`src/pkg/tsom_pkg.sv`:
```
// Purpose: constants and types for the test signal observe mux
// Assumes: axi4-lite register slave, 32-bit data
// Notes: offsets are byte addresses of aligned words
package tsom_pkg;
  // register byte offsets
  localparam logic [7:0] TSOM_ADDR_ROUTE = 8'h00;
  localparam logic [7:0] TSOM_ADDR_DIGI = 8'h04;
  localparam logic [7:0] TSOM_ADDR_ANA = 8'h08;
  localparam logic [7:0] TSOM_ADDR_STATUS = 8'h0C;
  // route register fields
  localparam int TSOM_SRC_LSB = 0;
  localparam int TSOM_SRC_W = 3;
  localparam int TSOM_ROUTE_BIT = 4;
  // reset values
  localparam logic [2:0] TSOM_SRC_RST = 3'h0;
  localparam logic TSOM_ROUTE_RST = 1'b0;
  localparam logic [7:0] TSOM_DIGI_RST = 8'h00;
  localparam logic [3:0] TSOM_ANA_RST = 4'h0;
  // serial path source codes
  localparam logic [2:0] TSOM_SRC_LOW = 3'h0;
  localparam logic [2:0] TSOM_SRC_HIGH = 3'h1;
  localparam logic [2:0] TSOM_SRC_ENV = 3'h2;
  localparam logic [2:0] TSOM_SRC_NRZ = 3'h3;
  localparam logic [2:0] TSOM_SRC_MAN_SUB = 3'h4;
  localparam logic [2:0] TSOM_SRC_MAN = 3'h5;
  // digital probe codes
  localparam logic [7:0] TSOM_DIG_NONE = 8'h00;
  localparam logic [7:0] TSOM_DIG_DATA = 8'hF4;
  localparam logic [7:0] TSOM_DIG_VALID = 8'hE4;
  localparam logic [7:0] TSOM_DIG_COLL = 8'hD4;
  localparam logic [7:0] TSOM_DIG_BCLK = 8'hC4;
  localparam logic [7:0] TSOM_DIG_RD = 8'hD5;
  localparam logic [7:0] TSOM_DIG_WR = 8'hC5;
  localparam logic [7:0] TSOM_DIG_CORE = 8'h96;
  // analog probe
  localparam int TSOM_ANA_NODES = 13;
  localparam logic [3:0] TSOM_ANA_MAX = 4'hC;
  // axi responses
  localparam logic [1:0] TSOM_RESP_OKAY = 2'h0;
  localparam logic [1:0] TSOM_RESP_SLVERR = 2'h2;
endpackage

```
`src/pkg/tsom_sel_if.sv`:
```
// Purpose: select settings passed from register file to the mux
// Assumes: single clock domain
// Notes: plain wires, no timing of its own
`timescale 1ns/1ps
`default_nettype none
interface tsom_sel_if;
  logic route;
  logic [2:0] src;
  logic [7:0] digi;
  logic [3:0] ana;
  modport regs (output route, output src, output digi, output ana);
  modport mux (input route, input src, input digi, input ana);
endinterface // tsom_sel_if
`default_nettype wire

```
`src/rtl/tsom_mux.sv`:
```
// Purpose: choose the observe pin level and analog probe select
// Assumes: all signal inputs already synchronised to clk
// Notes: outputs are registered, one cycle behind the inputs
`timescale 1ns/1ps
`default_nettype none
module tsom_mux
  import tsom_pkg::*;
(
  input wire logic clk,
  input wire logic arst_n,
  tsom_sel_if.mux sel,
  input wire logic envelope,
  input wire logic tx_nrz,
  input wire logic man_sub,
  input wire logic man,
  input wire logic rx_data,
  input wire logic rx_valid,
  input wire logic rx_coll,
  input wire logic bit_clk,
  input wire logic rd_strobe,
  input wire logic wr_strobe,
  input wire logic core_clk_probe,
  output logic observe_pin,
  output logic [3:0] analog_probe_select,
  output logic analog_probe_enable
);
  logic next_obs;
  logic serial_lvl;
  logic digi_lvl;
  logic digi_hit;

  // serial path choice; reserved codes drive low
  always_comb begin
    case (sel.src)
      TSOM_SRC_LOW: serial_lvl = 1'b0;
      TSOM_SRC_HIGH: serial_lvl = 1'b1;
      TSOM_SRC_ENV: serial_lvl = envelope;
      TSOM_SRC_NRZ: serial_lvl = tx_nrz;
      TSOM_SRC_MAN_SUB: serial_lvl = man_sub;
      TSOM_SRC_MAN: serial_lvl = man;
      default: serial_lvl = 1'b0;
    endcase
  end

  // digital probe choice; unlisted codes fall back to serial path
  always_comb begin
    digi_hit = 1'b1;
    case (sel.digi)
      TSOM_DIG_DATA: digi_lvl = rx_data;
      TSOM_DIG_VALID: digi_lvl = rx_valid;
      TSOM_DIG_COLL: digi_lvl = rx_coll;
      TSOM_DIG_BCLK: digi_lvl = bit_clk;
      TSOM_DIG_RD: digi_lvl = rd_strobe;
      TSOM_DIG_WR: digi_lvl = wr_strobe;
      TSOM_DIG_CORE: digi_lvl = core_clk_probe;
      default: begin
        digi_lvl = 1'b0;
        digi_hit = 1'b0;
      end
    endcase
  end

  // route bit overrides the serial select when the digital code is a listed one
  always_comb begin
    if (sel.route && digi_hit) begin
      next_obs = digi_lvl;
    end else begin
      next_obs = serial_lvl;
    end
  end

  // registered pin drive
  always_ff @(posedge clk or negedge arst_n) begin
    if (!arst_n) begin
      observe_pin <= 1'b0;
    end else begin
      observe_pin <= next_obs;
    end
  end

  // analog node select; reserved codes disable the probe switch
  always_ff @(posedge clk or negedge arst_n) begin
    if (!arst_n) begin
      analog_probe_select <= TSOM_ANA_RST;
      analog_probe_enable <= 1'b0;
    end else begin
      analog_probe_select <= sel.ana;
      analog_probe_enable <= (sel.ana <= TSOM_ANA_MAX);
    end
  end
endmodule // tsom_mux
`default_nettype wire

```
`src/rtl/tsom_top.sv`:
```
// Purpose: test signal observe mux with axi4-lite registers
// Assumes: one clock; only the core clock copy arrives asynchronous
// Notes: software writes selects; status reads back pin state
//
// What this block does
// - route 0: pin follows serial source select
// - route 1: pin carries chosen digital probe
// - digital choice from 8-bit selection register
// - code F4 outputs received bit value
// - code E4 outputs received valid flag
// - code D4 outputs collision in current bit
// - code C4 outputs serial bit clock
// - D5 read strobe, C5 write strobe
// - code 96 outputs core clock
// - code 00 falls back to serial select
// - 4-bit analog select, codes 0 to C
//
// The AXI4-Lite interface to the registers and the register offsets were left to the implementer.
`timescale 1ns/1ps
`default_nettype none
module tsom_top
  import tsom_pkg::*;
(
  input wire logic clk,
  input wire logic arst_n,
  // axi4-lite slave
  input wire logic [7:0] s_axi_awaddr,
  input wire logic s_axi_awvalid,
  output logic s_axi_awready,
  input wire logic [31:0] s_axi_wdata,
  input wire logic [3:0] s_axi_wstrb,
  input wire logic s_axi_wvalid,
  output logic s_axi_wready,
  output logic [1:0] s_axi_bresp,
  output logic s_axi_bvalid,
  input wire logic s_axi_bready,
  input wire logic [7:0] s_axi_araddr,
  input wire logic s_axi_arvalid,
  output logic s_axi_arready,
  output logic [31:0] s_axi_rdata,
  output logic [1:0] s_axi_rresp,
  output logic s_axi_rvalid,
  input wire logic s_axi_rready,
  // internal sources, same clock
  input wire logic envelope,
  input wire logic tx_nrz,
  input wire logic man_sub,
  input wire logic man,
  input wire logic rx_data,
  input wire logic rx_valid,
  input wire logic rx_coll,
  input wire logic bit_clk,
  input wire logic rd_strobe,
  input wire logic wr_strobe,
  // core clock copy from the oscillator, asynchronous to clk
  input wire logic core_clk_in,
  // probe pins
  output logic observe_pin,
  output logic [3:0] analog_probe_select,
  output logic analog_probe_enable
);
  tsom_sel_if sel ();

  logic test_route_select;
  logic [2:0] serial_path_source_select;
  logic [7:0] test_selection_register;
  logic [3:0] ana_reg;
  logic [7:0] aw_addr;
  logic aw_held;
  logic [31:0] w_data;
  logic [3:0] w_strb;
  logic w_held;
  logic do_write;
  logic wr_ok;
  logic rd_ok;
  logic [31:0] rd_word;
  logic core_meta;
  logic core_sync;

  // byte-lane test for a field in the low byte
  function automatic logic lane0(input logic [3:0] strb);
    return strb[0];
  endfunction

  // map a byte address to a known register
  function automatic logic addr_known(input logic [7:0] a);
    return (a == TSOM_ADDR_ROUTE) || (a == TSOM_ADDR_DIGI) ||
           (a == TSOM_ADDR_ANA) || (a == TSOM_ADDR_STATUS);
  endfunction

  // two-stage sync of the asynchronous core clock copy
  always_ff @(posedge clk or negedge arst_n) begin
    if (!arst_n) begin
      core_meta <= 1'b0;
      core_sync <= 1'b0;
    end else begin
      core_meta <= core_clk_in;
      core_sync <= core_meta;
    end
  end

  // accept address and data independently, one write at a time
  assign s_axi_awready = !aw_held && !s_axi_bvalid;
  assign s_axi_wready = !w_held && !s_axi_bvalid;

  always_ff @(posedge clk or negedge arst_n) begin
    if (!arst_n) begin
      aw_held <= 1'b0;
      aw_addr <= 8'h00;
    end else if (s_axi_awvalid && s_axi_awready) begin
      aw_held <= 1'b1;
      aw_addr <= s_axi_awaddr;
    end else if (do_write) begin
      aw_held <= 1'b0;
    end
  end

  always_ff @(posedge clk or negedge arst_n) begin
    if (!arst_n) begin
      w_held <= 1'b0;
      w_data <= 32'h0000_0000;
      w_strb <= 4'h0;
    end else if (s_axi_wvalid && s_axi_wready) begin
      w_held <= 1'b1;
      w_data <= s_axi_wdata;
      w_strb <= s_axi_wstrb;
    end else if (do_write) begin
      w_held <= 1'b0;
    end
  end

  assign do_write = aw_held && w_held;
  // status is read-only, so writing it answers slverr
  assign wr_ok = addr_known(aw_addr) && (aw_addr != TSOM_ADDR_STATUS);

  // write response once both halves are in
  always_ff @(posedge clk or negedge arst_n) begin
    if (!arst_n) begin
      s_axi_bvalid <= 1'b0;
      s_axi_bresp <= TSOM_RESP_OKAY;
    end else if (do_write) begin
      s_axi_bvalid <= 1'b1;
      s_axi_bresp <= wr_ok ? TSOM_RESP_OKAY : TSOM_RESP_SLVERR;
    end else if (s_axi_bready) begin
      s_axi_bvalid <= 1'b0;
    end
  end

  // select registers; only the low byte lane carries fields
  always_ff @(posedge clk or negedge arst_n) begin
    if (!arst_n) begin
      test_route_select <= TSOM_ROUTE_RST;
      serial_path_source_select <= TSOM_SRC_RST;
      test_selection_register <= TSOM_DIGI_RST;
      ana_reg <= TSOM_ANA_RST;
    end else if (do_write && lane0(w_strb)) begin
      if (aw_addr == TSOM_ADDR_ROUTE) begin
        test_route_select <= w_data[TSOM_ROUTE_BIT];
        serial_path_source_select <=
          w_data[TSOM_SRC_LSB +: TSOM_SRC_W];
      end else if (aw_addr == TSOM_ADDR_DIGI) begin
        // reserved codes are stored as written; the mux ignores them
        test_selection_register <= w_data[7:0];
      end else if (aw_addr == TSOM_ADDR_ANA) begin
        ana_reg <= w_data[3:0];
      end
    end
  end

  // read data mux
  always_comb begin
    rd_word = 32'h0000_0000;
    if (s_axi_araddr == TSOM_ADDR_ROUTE) begin
      rd_word[TSOM_ROUTE_BIT] = test_route_select;
      rd_word[TSOM_SRC_LSB +: TSOM_SRC_W] = serial_path_source_select;
    end else if (s_axi_araddr == TSOM_ADDR_DIGI) begin
      rd_word[7:0] = test_selection_register;
    end else if (s_axi_araddr == TSOM_ADDR_ANA) begin
      rd_word[3:0] = ana_reg;
    end else if (s_axi_araddr == TSOM_ADDR_STATUS) begin
      rd_word[0] = observe_pin;
      rd_word[1] = analog_probe_enable;
    end
  end
  assign rd_ok = addr_known(s_axi_araddr);

  // one read at a time; address taken only while no answer pends
  assign s_axi_arready = !s_axi_rvalid;

  always_ff @(posedge clk or negedge arst_n) begin
    if (!arst_n) begin
      s_axi_rvalid <= 1'b0;
      s_axi_rdata <= 32'h0000_0000;
      s_axi_rresp <= TSOM_RESP_OKAY;
    end else if (s_axi_arvalid && s_axi_arready) begin
      s_axi_rvalid <= 1'b1;
      s_axi_rdata <= rd_word;
      s_axi_rresp <= rd_ok ? TSOM_RESP_OKAY : TSOM_RESP_SLVERR;
    end else if (s_axi_rready) begin
      s_axi_rvalid <= 1'b0;
    end
  end

  assign sel.route = test_route_select;
  assign sel.src = serial_path_source_select;
  assign sel.digi = test_selection_register;
  assign sel.ana = ana_reg;

  tsom_mux u_mux (
    .clk(clk),
    .arst_n(arst_n),
    .sel(sel.mux),
    .envelope(envelope),
    .tx_nrz(tx_nrz),
    .man_sub(man_sub),
    .man(man),
    .rx_data(rx_data),
    .rx_valid(rx_valid),
    .rx_coll(rx_coll),
    .bit_clk(bit_clk),
    .rd_strobe(rd_strobe),
    .wr_strobe(wr_strobe),
    .core_clk_probe(core_sync),
    .observe_pin(observe_pin),
    .analog_probe_select(analog_probe_select),
    .analog_probe_enable(analog_probe_enable)
  );
endmodule // tsom_top
`default_nettype wire

```
`config.mk`:
```
export PLATFORM = sky130hd
export DESIGN_NAME = tsom_top
export DESIGN_NICKNAME = d
export VERILOG_FILES = /design/src/pkg/tsom_pkg.sv /design/src/pkg/tsom_sel_if.sv /design/src/rtl/tsom_mux.sv /design/src/rtl/tsom_top.sv
export SDC_FILE = /design/constraint.sdc
export NUM_CORES = 1
export LEC_CHECK = 0
export BUFFER_PORTS_ARGS = -buffer_cell sky130_fd_sc_hd__buf_4
export CAP_MARGIN = 40
export CORE_AREA = 2 2 74 76
export DETAILED_ROUTE_END_ITERATION = 10
export DIE_AREA = 0 0 76 78
export HOLD_SLACK_MARGIN = 0.06
export PLACE_DENSITY = 0.95
export SLEW_MARGIN = 0
export SYNTH_ARGS = -nofsm -noshare
export SYNTH_HDL_FRONTEND = slang
export SYNTH_SLANG_ARGS = --single-unit
```
`constraint.sdc`:
```
create_clock -name clk -period 3.6 [get_ports clk]
set_clock_uncertainty 0.05 [all_clocks]
set_input_delay 0.36 -clock clk [delete_from_list [all_inputs] [get_ports clk]]
set_output_delay 0.36 -clock clk [all_outputs]
set_load 0.01 [all_outputs]
```
Word level (Yosys, flattened, before mapping)
Index checks and enable logic that the tools add are counted.
- order comparisons: 1
- equal/unequal tests: 19
- reductions and logical operators: 29
- multiplexer cells: 22
- bitwise logic cells: 2
- operators with widths (kind ; count):
    $eq 8x8->1 const B ; 7
    $eq 8x4->1 const B ; 4
    $eq 8x3->1 const B ; 2
    $logic_not 8->1 ; 2
    $mux 1 ; 11
    $mux 2 ; 5
    $logic_and 1x1->1 ; 9
    $mux 4 ; 2
    $ne 8x4->1 const B ; 1
    $reduce_bool 2->1 ; 4
    $pmux 1 s7 ; 1
    $reduce_or 7->1 ; 1
    $eq 3x2->1 const B ; 2
    $eq 3x3->1 const B ; 2
    $logic_or 1x1->1 ; 6
    $mux 3 ; 2
    $pmux 1 s5 ; 1
    $le 4x4->1 const B ; 1
    $logic_not 1->1 ; 4
    $reduce_and 4->1 ; 1
    $eq 3x1->1 const B ; 1
    $reduce_and 3->1 ; 1
    $not 1->1 ; 2
    $reduce_and 2->1 ; 1
- output and inout port bits: 47
- register bits: 57

Depth between registers and ports, before layout
- depth after elaboration: 6
- depth in mapped cells: 6
- depth with buffers taken out: 5

Hierarchy
From an unflattened synthesis, not the netlist that was laid out.
- cell total of the unflattened synthesis: 205
- area total of the unflattened synthesis: 2581.2 um^2
- by module, submodules not included (module ; area each (um^2) ; times used ; seq. area each (um^2) ; cells an instance):
    tsom_top ; 2228.4 ; 1 ; 1226.2 ; 172
    tsom_mux ; 352.8 ; 1 ; 150.1 ; 33

Worst setup path after synthesis
Ideal clock, no wire load.
- kind: register to register
- from: register aw_addr[4]
- to: register test_route_select, in the netlist sel.route
- required time: 3.425 ns
- slack: 1.590 ns
- data arrival time: 1.835 ns
- cell stages (with the launch flop): 6
- buffers on the path: 0
- cells stage by stage: dfrtp_1 > or4_4 > nor4_4 > nand2_1 > nor3_4 > mux2_2
- word-level cells in the longest chain between the ends: 2
- ends and longest elaborated chain (item ; RTL line ; RTL):
    from (decl) ; tsom_top.sv:68 ; logic [7:0] aw_addr;
    from (signal assigned) ; tsom_top.sv:112 ; aw_addr <= s_axi_awaddr;
    $logic_not 8->1 ; tsom_top.sv:157 ; if (aw_addr == TSOM_ADDR_ROUTE) begin
    $reduce_and 2->1 (no source line) ; n/a ;
    to (signal assigned) ; tsom_top.sv:158 ; test_route_select <= w_data[TSOM_ROUTE_BIT];
    to (decl) ; tsom_top.sv:64 ; logic test_route_select;
Every way passes these cells.
A chain may end at the register's enable or synchronous reset.

Worst setup path in the final report
- from: register aw_addr[4]
- to: register serial_path_source_select[0], in the netlist sel.src[0]
- word-level cells in the longest chain between the ends: 2
- ends and longest elaborated chain (item ; RTL line ; RTL):
    $logic_not 8->1 ; tsom_top.sv:157 ;
    $reduce_and 2->1 (no source line) ; n/a ;
    to (signal assigned) ; tsom_top.sv:159 ; serial_path_source_select <=
    to (decl) ; tsom_top.sv:65 ; logic [2:0] serial_path_source_select;
Every way passes these cells.

==> parameters.txt <==
Parameter                              Value

Clock tree
  Buffer type at the clock tree root ... sky130_fd_sc_hd__clkbuf_8
  Hold buffer count at cts ... 0
  H-tree level count ... 2
  Clock sink count ... 55
  CTS buffer count ... 5
  CTS clk-pin slew, worst paths ... 90 ps
  Worst-case clock buffer depth ... 2
  Total setup buffers inserted after CTS ... 0
  PostCTS Resize Cnt ... 0
  Clock tree from TritonCTS ... built
  Clk Latency, worst-skew pair ... 300 ps

GRT
  Wire length of the first global-routing pass ... 7830 µm
  Vias in the first global route ... 1636
  Global routing usage summed across all routing layers ... 16.7%
  Antenna violations before repair ... 0
  Pin count of the biggest net entering global routing ... 56
  Remaining global-route overflow ... 0

Worst setup path
  Data required time at the worst endpoint ... 3730 ps
  Critical path cell sequence ... or4_4, nor4_4, nand2_1, nor3_4, mux2_2
  Maximum fanout count along the critical path ... 4
  Largest stage delay on the critical path ... 540 ps
  Startpoint kind of the worst setup timing path ... register
  Register-to-Register Setup Slack ... 1440 ps
  Crit path capture ... sel.src[0]$_DFFE_PN0P_
  Cell depth of the worst setup path ... 5
  Arrival time at the worst endpoint ... 2290 ps
  Origin of the worst setup path ... aw_addr[4]$_DFFE_PN0P_
  Number of cells on the worst reg-to-reg path ... 5
  WS Path Type ... register to register
  Crit path max-delay cell type ... sky130_fd_sc_hd__or4_4
  End of the worst register-to-register path ... sel.src[0]$_DFFE_PN0P_
  Reg-to-reg startpoint ... aw_addr[4]$_DFFE_PN0P_
  Cell type group with the largest total delay on the critical path ... simple AND/OR/NAND/NOR gates
  WP buf/inv ... 0
  Worst Setup End Kind ... register

Timing
  Maximum operating frequency ... 0.464 GHz
  Final total negative setup slack ... 0 ps
  Final min period ... 2160 ps
  Transition time at the pin with the least slew margin ... 768 ps
  Final clock period utilization by the worst path ... 59.9%
  Final worst slack ... 1440 ps
  Headroom to the max-slew limit ... 47.4%
  Max-slew violation count ... 0
  RSZ-0062 raised after global routing ... false
  Final Hold Fails ... 0
  Number of setup violations in the final report ... 0

Floorplan
  Rows ... 26
  DIE AREA ... 5930 µm²
  Chip Width ... 76 µm
  Height of the die ... 78 µm
  Number of I/O pins ... 117
  Initial cell density of the core ... 49.2%
  Core box area ... 5040 µm²

Power
  Worst vdd rail ir drop ... 0.338 mV
  Part of the total power dissipated in combinational logic ... 23.8%
  Total power per unit cell area ... 525 nW/µm²
  Sw Ratio ... 29.1%
  Final total power ... 0.00157 W
  Internal cell power ... 0.00111 W
  Switch Pwr ... 0.000457 W
  Pleak ... 1.47 nW
  Clock share of power ... 19.2%
  Share of power burned in registers ... 57.0%

Finish
  Final cell count without fillers ... 326
  Share of post-route cells with drive strength above 1 ... 42.2%
  Post-layout utilization of the core ... 59.3%
  Commonest cells after routing, fill and taps aside ... sky130_fd_sc_hd__buf_4, sky130_fd_sc_hd__dfrtp_1, sky130_fd_sc_hd__mux2_2
  Commonest non-fill, non-tap cell in the layout ... sky130_fd_sc_hd__buf_4
  NumNets Final ... 327
  Total inserted antenna cells ... 0
  Relative area change from synthesis to final layout ... 20.5%

Route
  Routed length per placed instance ... 14.5 µm
  Vias ... 1654
  DR vias/cell ... 5.07
  Routed Antenna Nets ... 0
  Residual DRC ... 0
  Total iterations of the first detailed-routing run ... 4
  First-iteration detailed-routing DRC count ... 139
  Final wirelength ... 4710 µm

Placement
  Placed cell count ... 320
  Port bufs ... 63
  Worst setup slack after placement ... 1440 ps
  Weighted congestion at the end of routability-driven global placement ... 0.812
  Dpl hpwl ... 3680 µm

Synthesis
  Average size of a mapped cell ... 12.8 µm²
  Number of synthesis warnings ... 0
  Post-synthesis compound-gate area fraction ... 7.77%
  Sequential share of the synthesized area ... 55.5%
  Multiplexer share of the synthesized area ... 18.8%
  Share of the synthesized area in the top cell type ... 55.5%
  Yosys reg bits ... 55
  Dominant combinational cell family by area after synthesis ... multiplexers
  Mapped Cells ... 194
  Simple logic cell fraction of the synthesized area ... 8.12%
  XOR/XNOR Fraction of Synth Area ... 0%
  Cells taking the most area after synthesis ... sky130_fd_sc_hd__dfrtp_1, sky130_fd_sc_hd__mux2_2, sky130_fd_sc_hd__buf_4
  Distinct cell type count after synthesis ... 35
  Synth area leader ... sky130_fd_sc_hd__dfrtp_1
  Post-synth design cell area ... 2480 µm²
  Fraction of the mapped netlist area in adder cells ... 0%

Min path
  Type of the worst min-delay path ... input port to async pin

Run
  Max-cap violations ... 0

Outcome
  Result of the run ... finished clean
[cell families after synthesis]
group	Yosys count
muxes	40
AOI/OAI and AO/OA	27
and+or+nand+nor	33
other	1
buffers and inverters	38
DFF	55
[cell type report]
class	count	area [µm²]
clock buffer	6	72.6
fill	435	2050
inverter	6	22.5
multi-input combinational	126	958
sequential	55	1380
tap	70	87.6
timing repair buffer	63	473
[worst min-delay path by stage]
stage	startpoint	to	slack, ps	cells past startpoint
2_1_floorplan	arst_n	ana_reg[0]$_DFFE_PN0P_	10	0
3_3_place_gp	core_meta$_DFF_PN0_	core_sync$_DFF_PN0_	290	0
3_5_place_dp	core_meta$_DFF_PN0_	core_sync$_DFF_PN0_	290	0
4_1_cts	arst_n	w_data[6]$_DFFE_PN0P_	70	1
5_1_grt	arst_n	sel.digi[6]$_DFFE_PN0P_	90	1
6_report	arst_n	sel.digi[5]$_DFFE_PN0P_	50	1
[synth_stat cells]
cell type,instances
sky130_fd_sc_hd__a22oi_1,1
sky130_fd_sc_hd__mux2_2,33
sky130_fd_sc_hd__nor3_4,1
sky130_fd_sc_hd__a21oi_1,6
sky130_fd_sc_hd__buf_4,26
sky130_fd_sc_hd__a31o_2,1
sky130_fd_sc_hd__o21bai_1,1
sky130_fd_sc_hd__and3_1,1
sky130_fd_sc_hd__o41ai_1,1
sky130_fd_sc_hd__o211ai_1,1
sky130_fd_sc_hd__or4_4,1
sky130_fd_sc_hd__nand2_1,11
sky130_fd_sc_hd__a22o_1,7
sky130_fd_sc_hd__and2_1,2
sky130_fd_sc_hd__nand4b_2,1
sky130_fd_sc_hd__mux4_2,2
sky130_fd_sc_hd__a311o_1,1
sky130_fd_sc_hd__nor2b_1,1
sky130_fd_sc_hd__nor4_1,1
sky130_fd_sc_hd__clkbuf_1,6
sky130_fd_sc_hd__o31ai_1,2
sky130_fd_sc_hd__nor3_1,1
sky130_fd_sc_hd__a2111oi_0,1
sky130_fd_sc_hd__nand4b_1,1
sky130_fd_sc_hd__conb_1,1
sky130_fd_sc_hd__inv_1,6
sky130_fd_sc_hd__dfrtp_1,55
sky130_fd_sc_hd__nor2_1,8
sky130_fd_sc_hd__a21o_1,1
sky130_fd_sc_hd__nand3_1,1
sky130_fd_sc_hd__mux2i_1,5
sky130_fd_sc_hd__nand3b_1,1
sky130_fd_sc_hd__nor4b_1,1
sky130_fd_sc_hd__o21ai_0,4
sky130_fd_sc_hd__nor4_4,1
[per-stage QoR]
step                hold slack [ps]  cell area (µm²)
floorplan                      14.4             2570
global route                   89.0             2990
global placement                285             2920
detailed placement              292             2920
CTS                            67.7             2990
finish                         46.9             2990
[power by group through the flow]
stage	registers, W	logic, W	clock network [W]
6_report	0.000896	0.000373	0.000302
5_1_grt	0.000920	0.000411	0.000339
4_1_cts	0.000899	0.000381	0.000309
3_5_place_dp	0.000911	0.000379	0
3_3_place_gp	0.000898	0.000364	0
2_1_floorplan	0.000873	0.000274	0
[routing by layer]
layer / global-route usage, % / vias to the layer above / wire length (µm)
met1: 19.7 / 804 / 1840
met3: 5.12 / 6 / 368
met5: 0 / - / 0
met4: 5.09 / 0 / 65
li1: - / 754 / -
met2: 29.6 / 90 / 2440
Note: power is estimated with default switching activity, not from simulation.
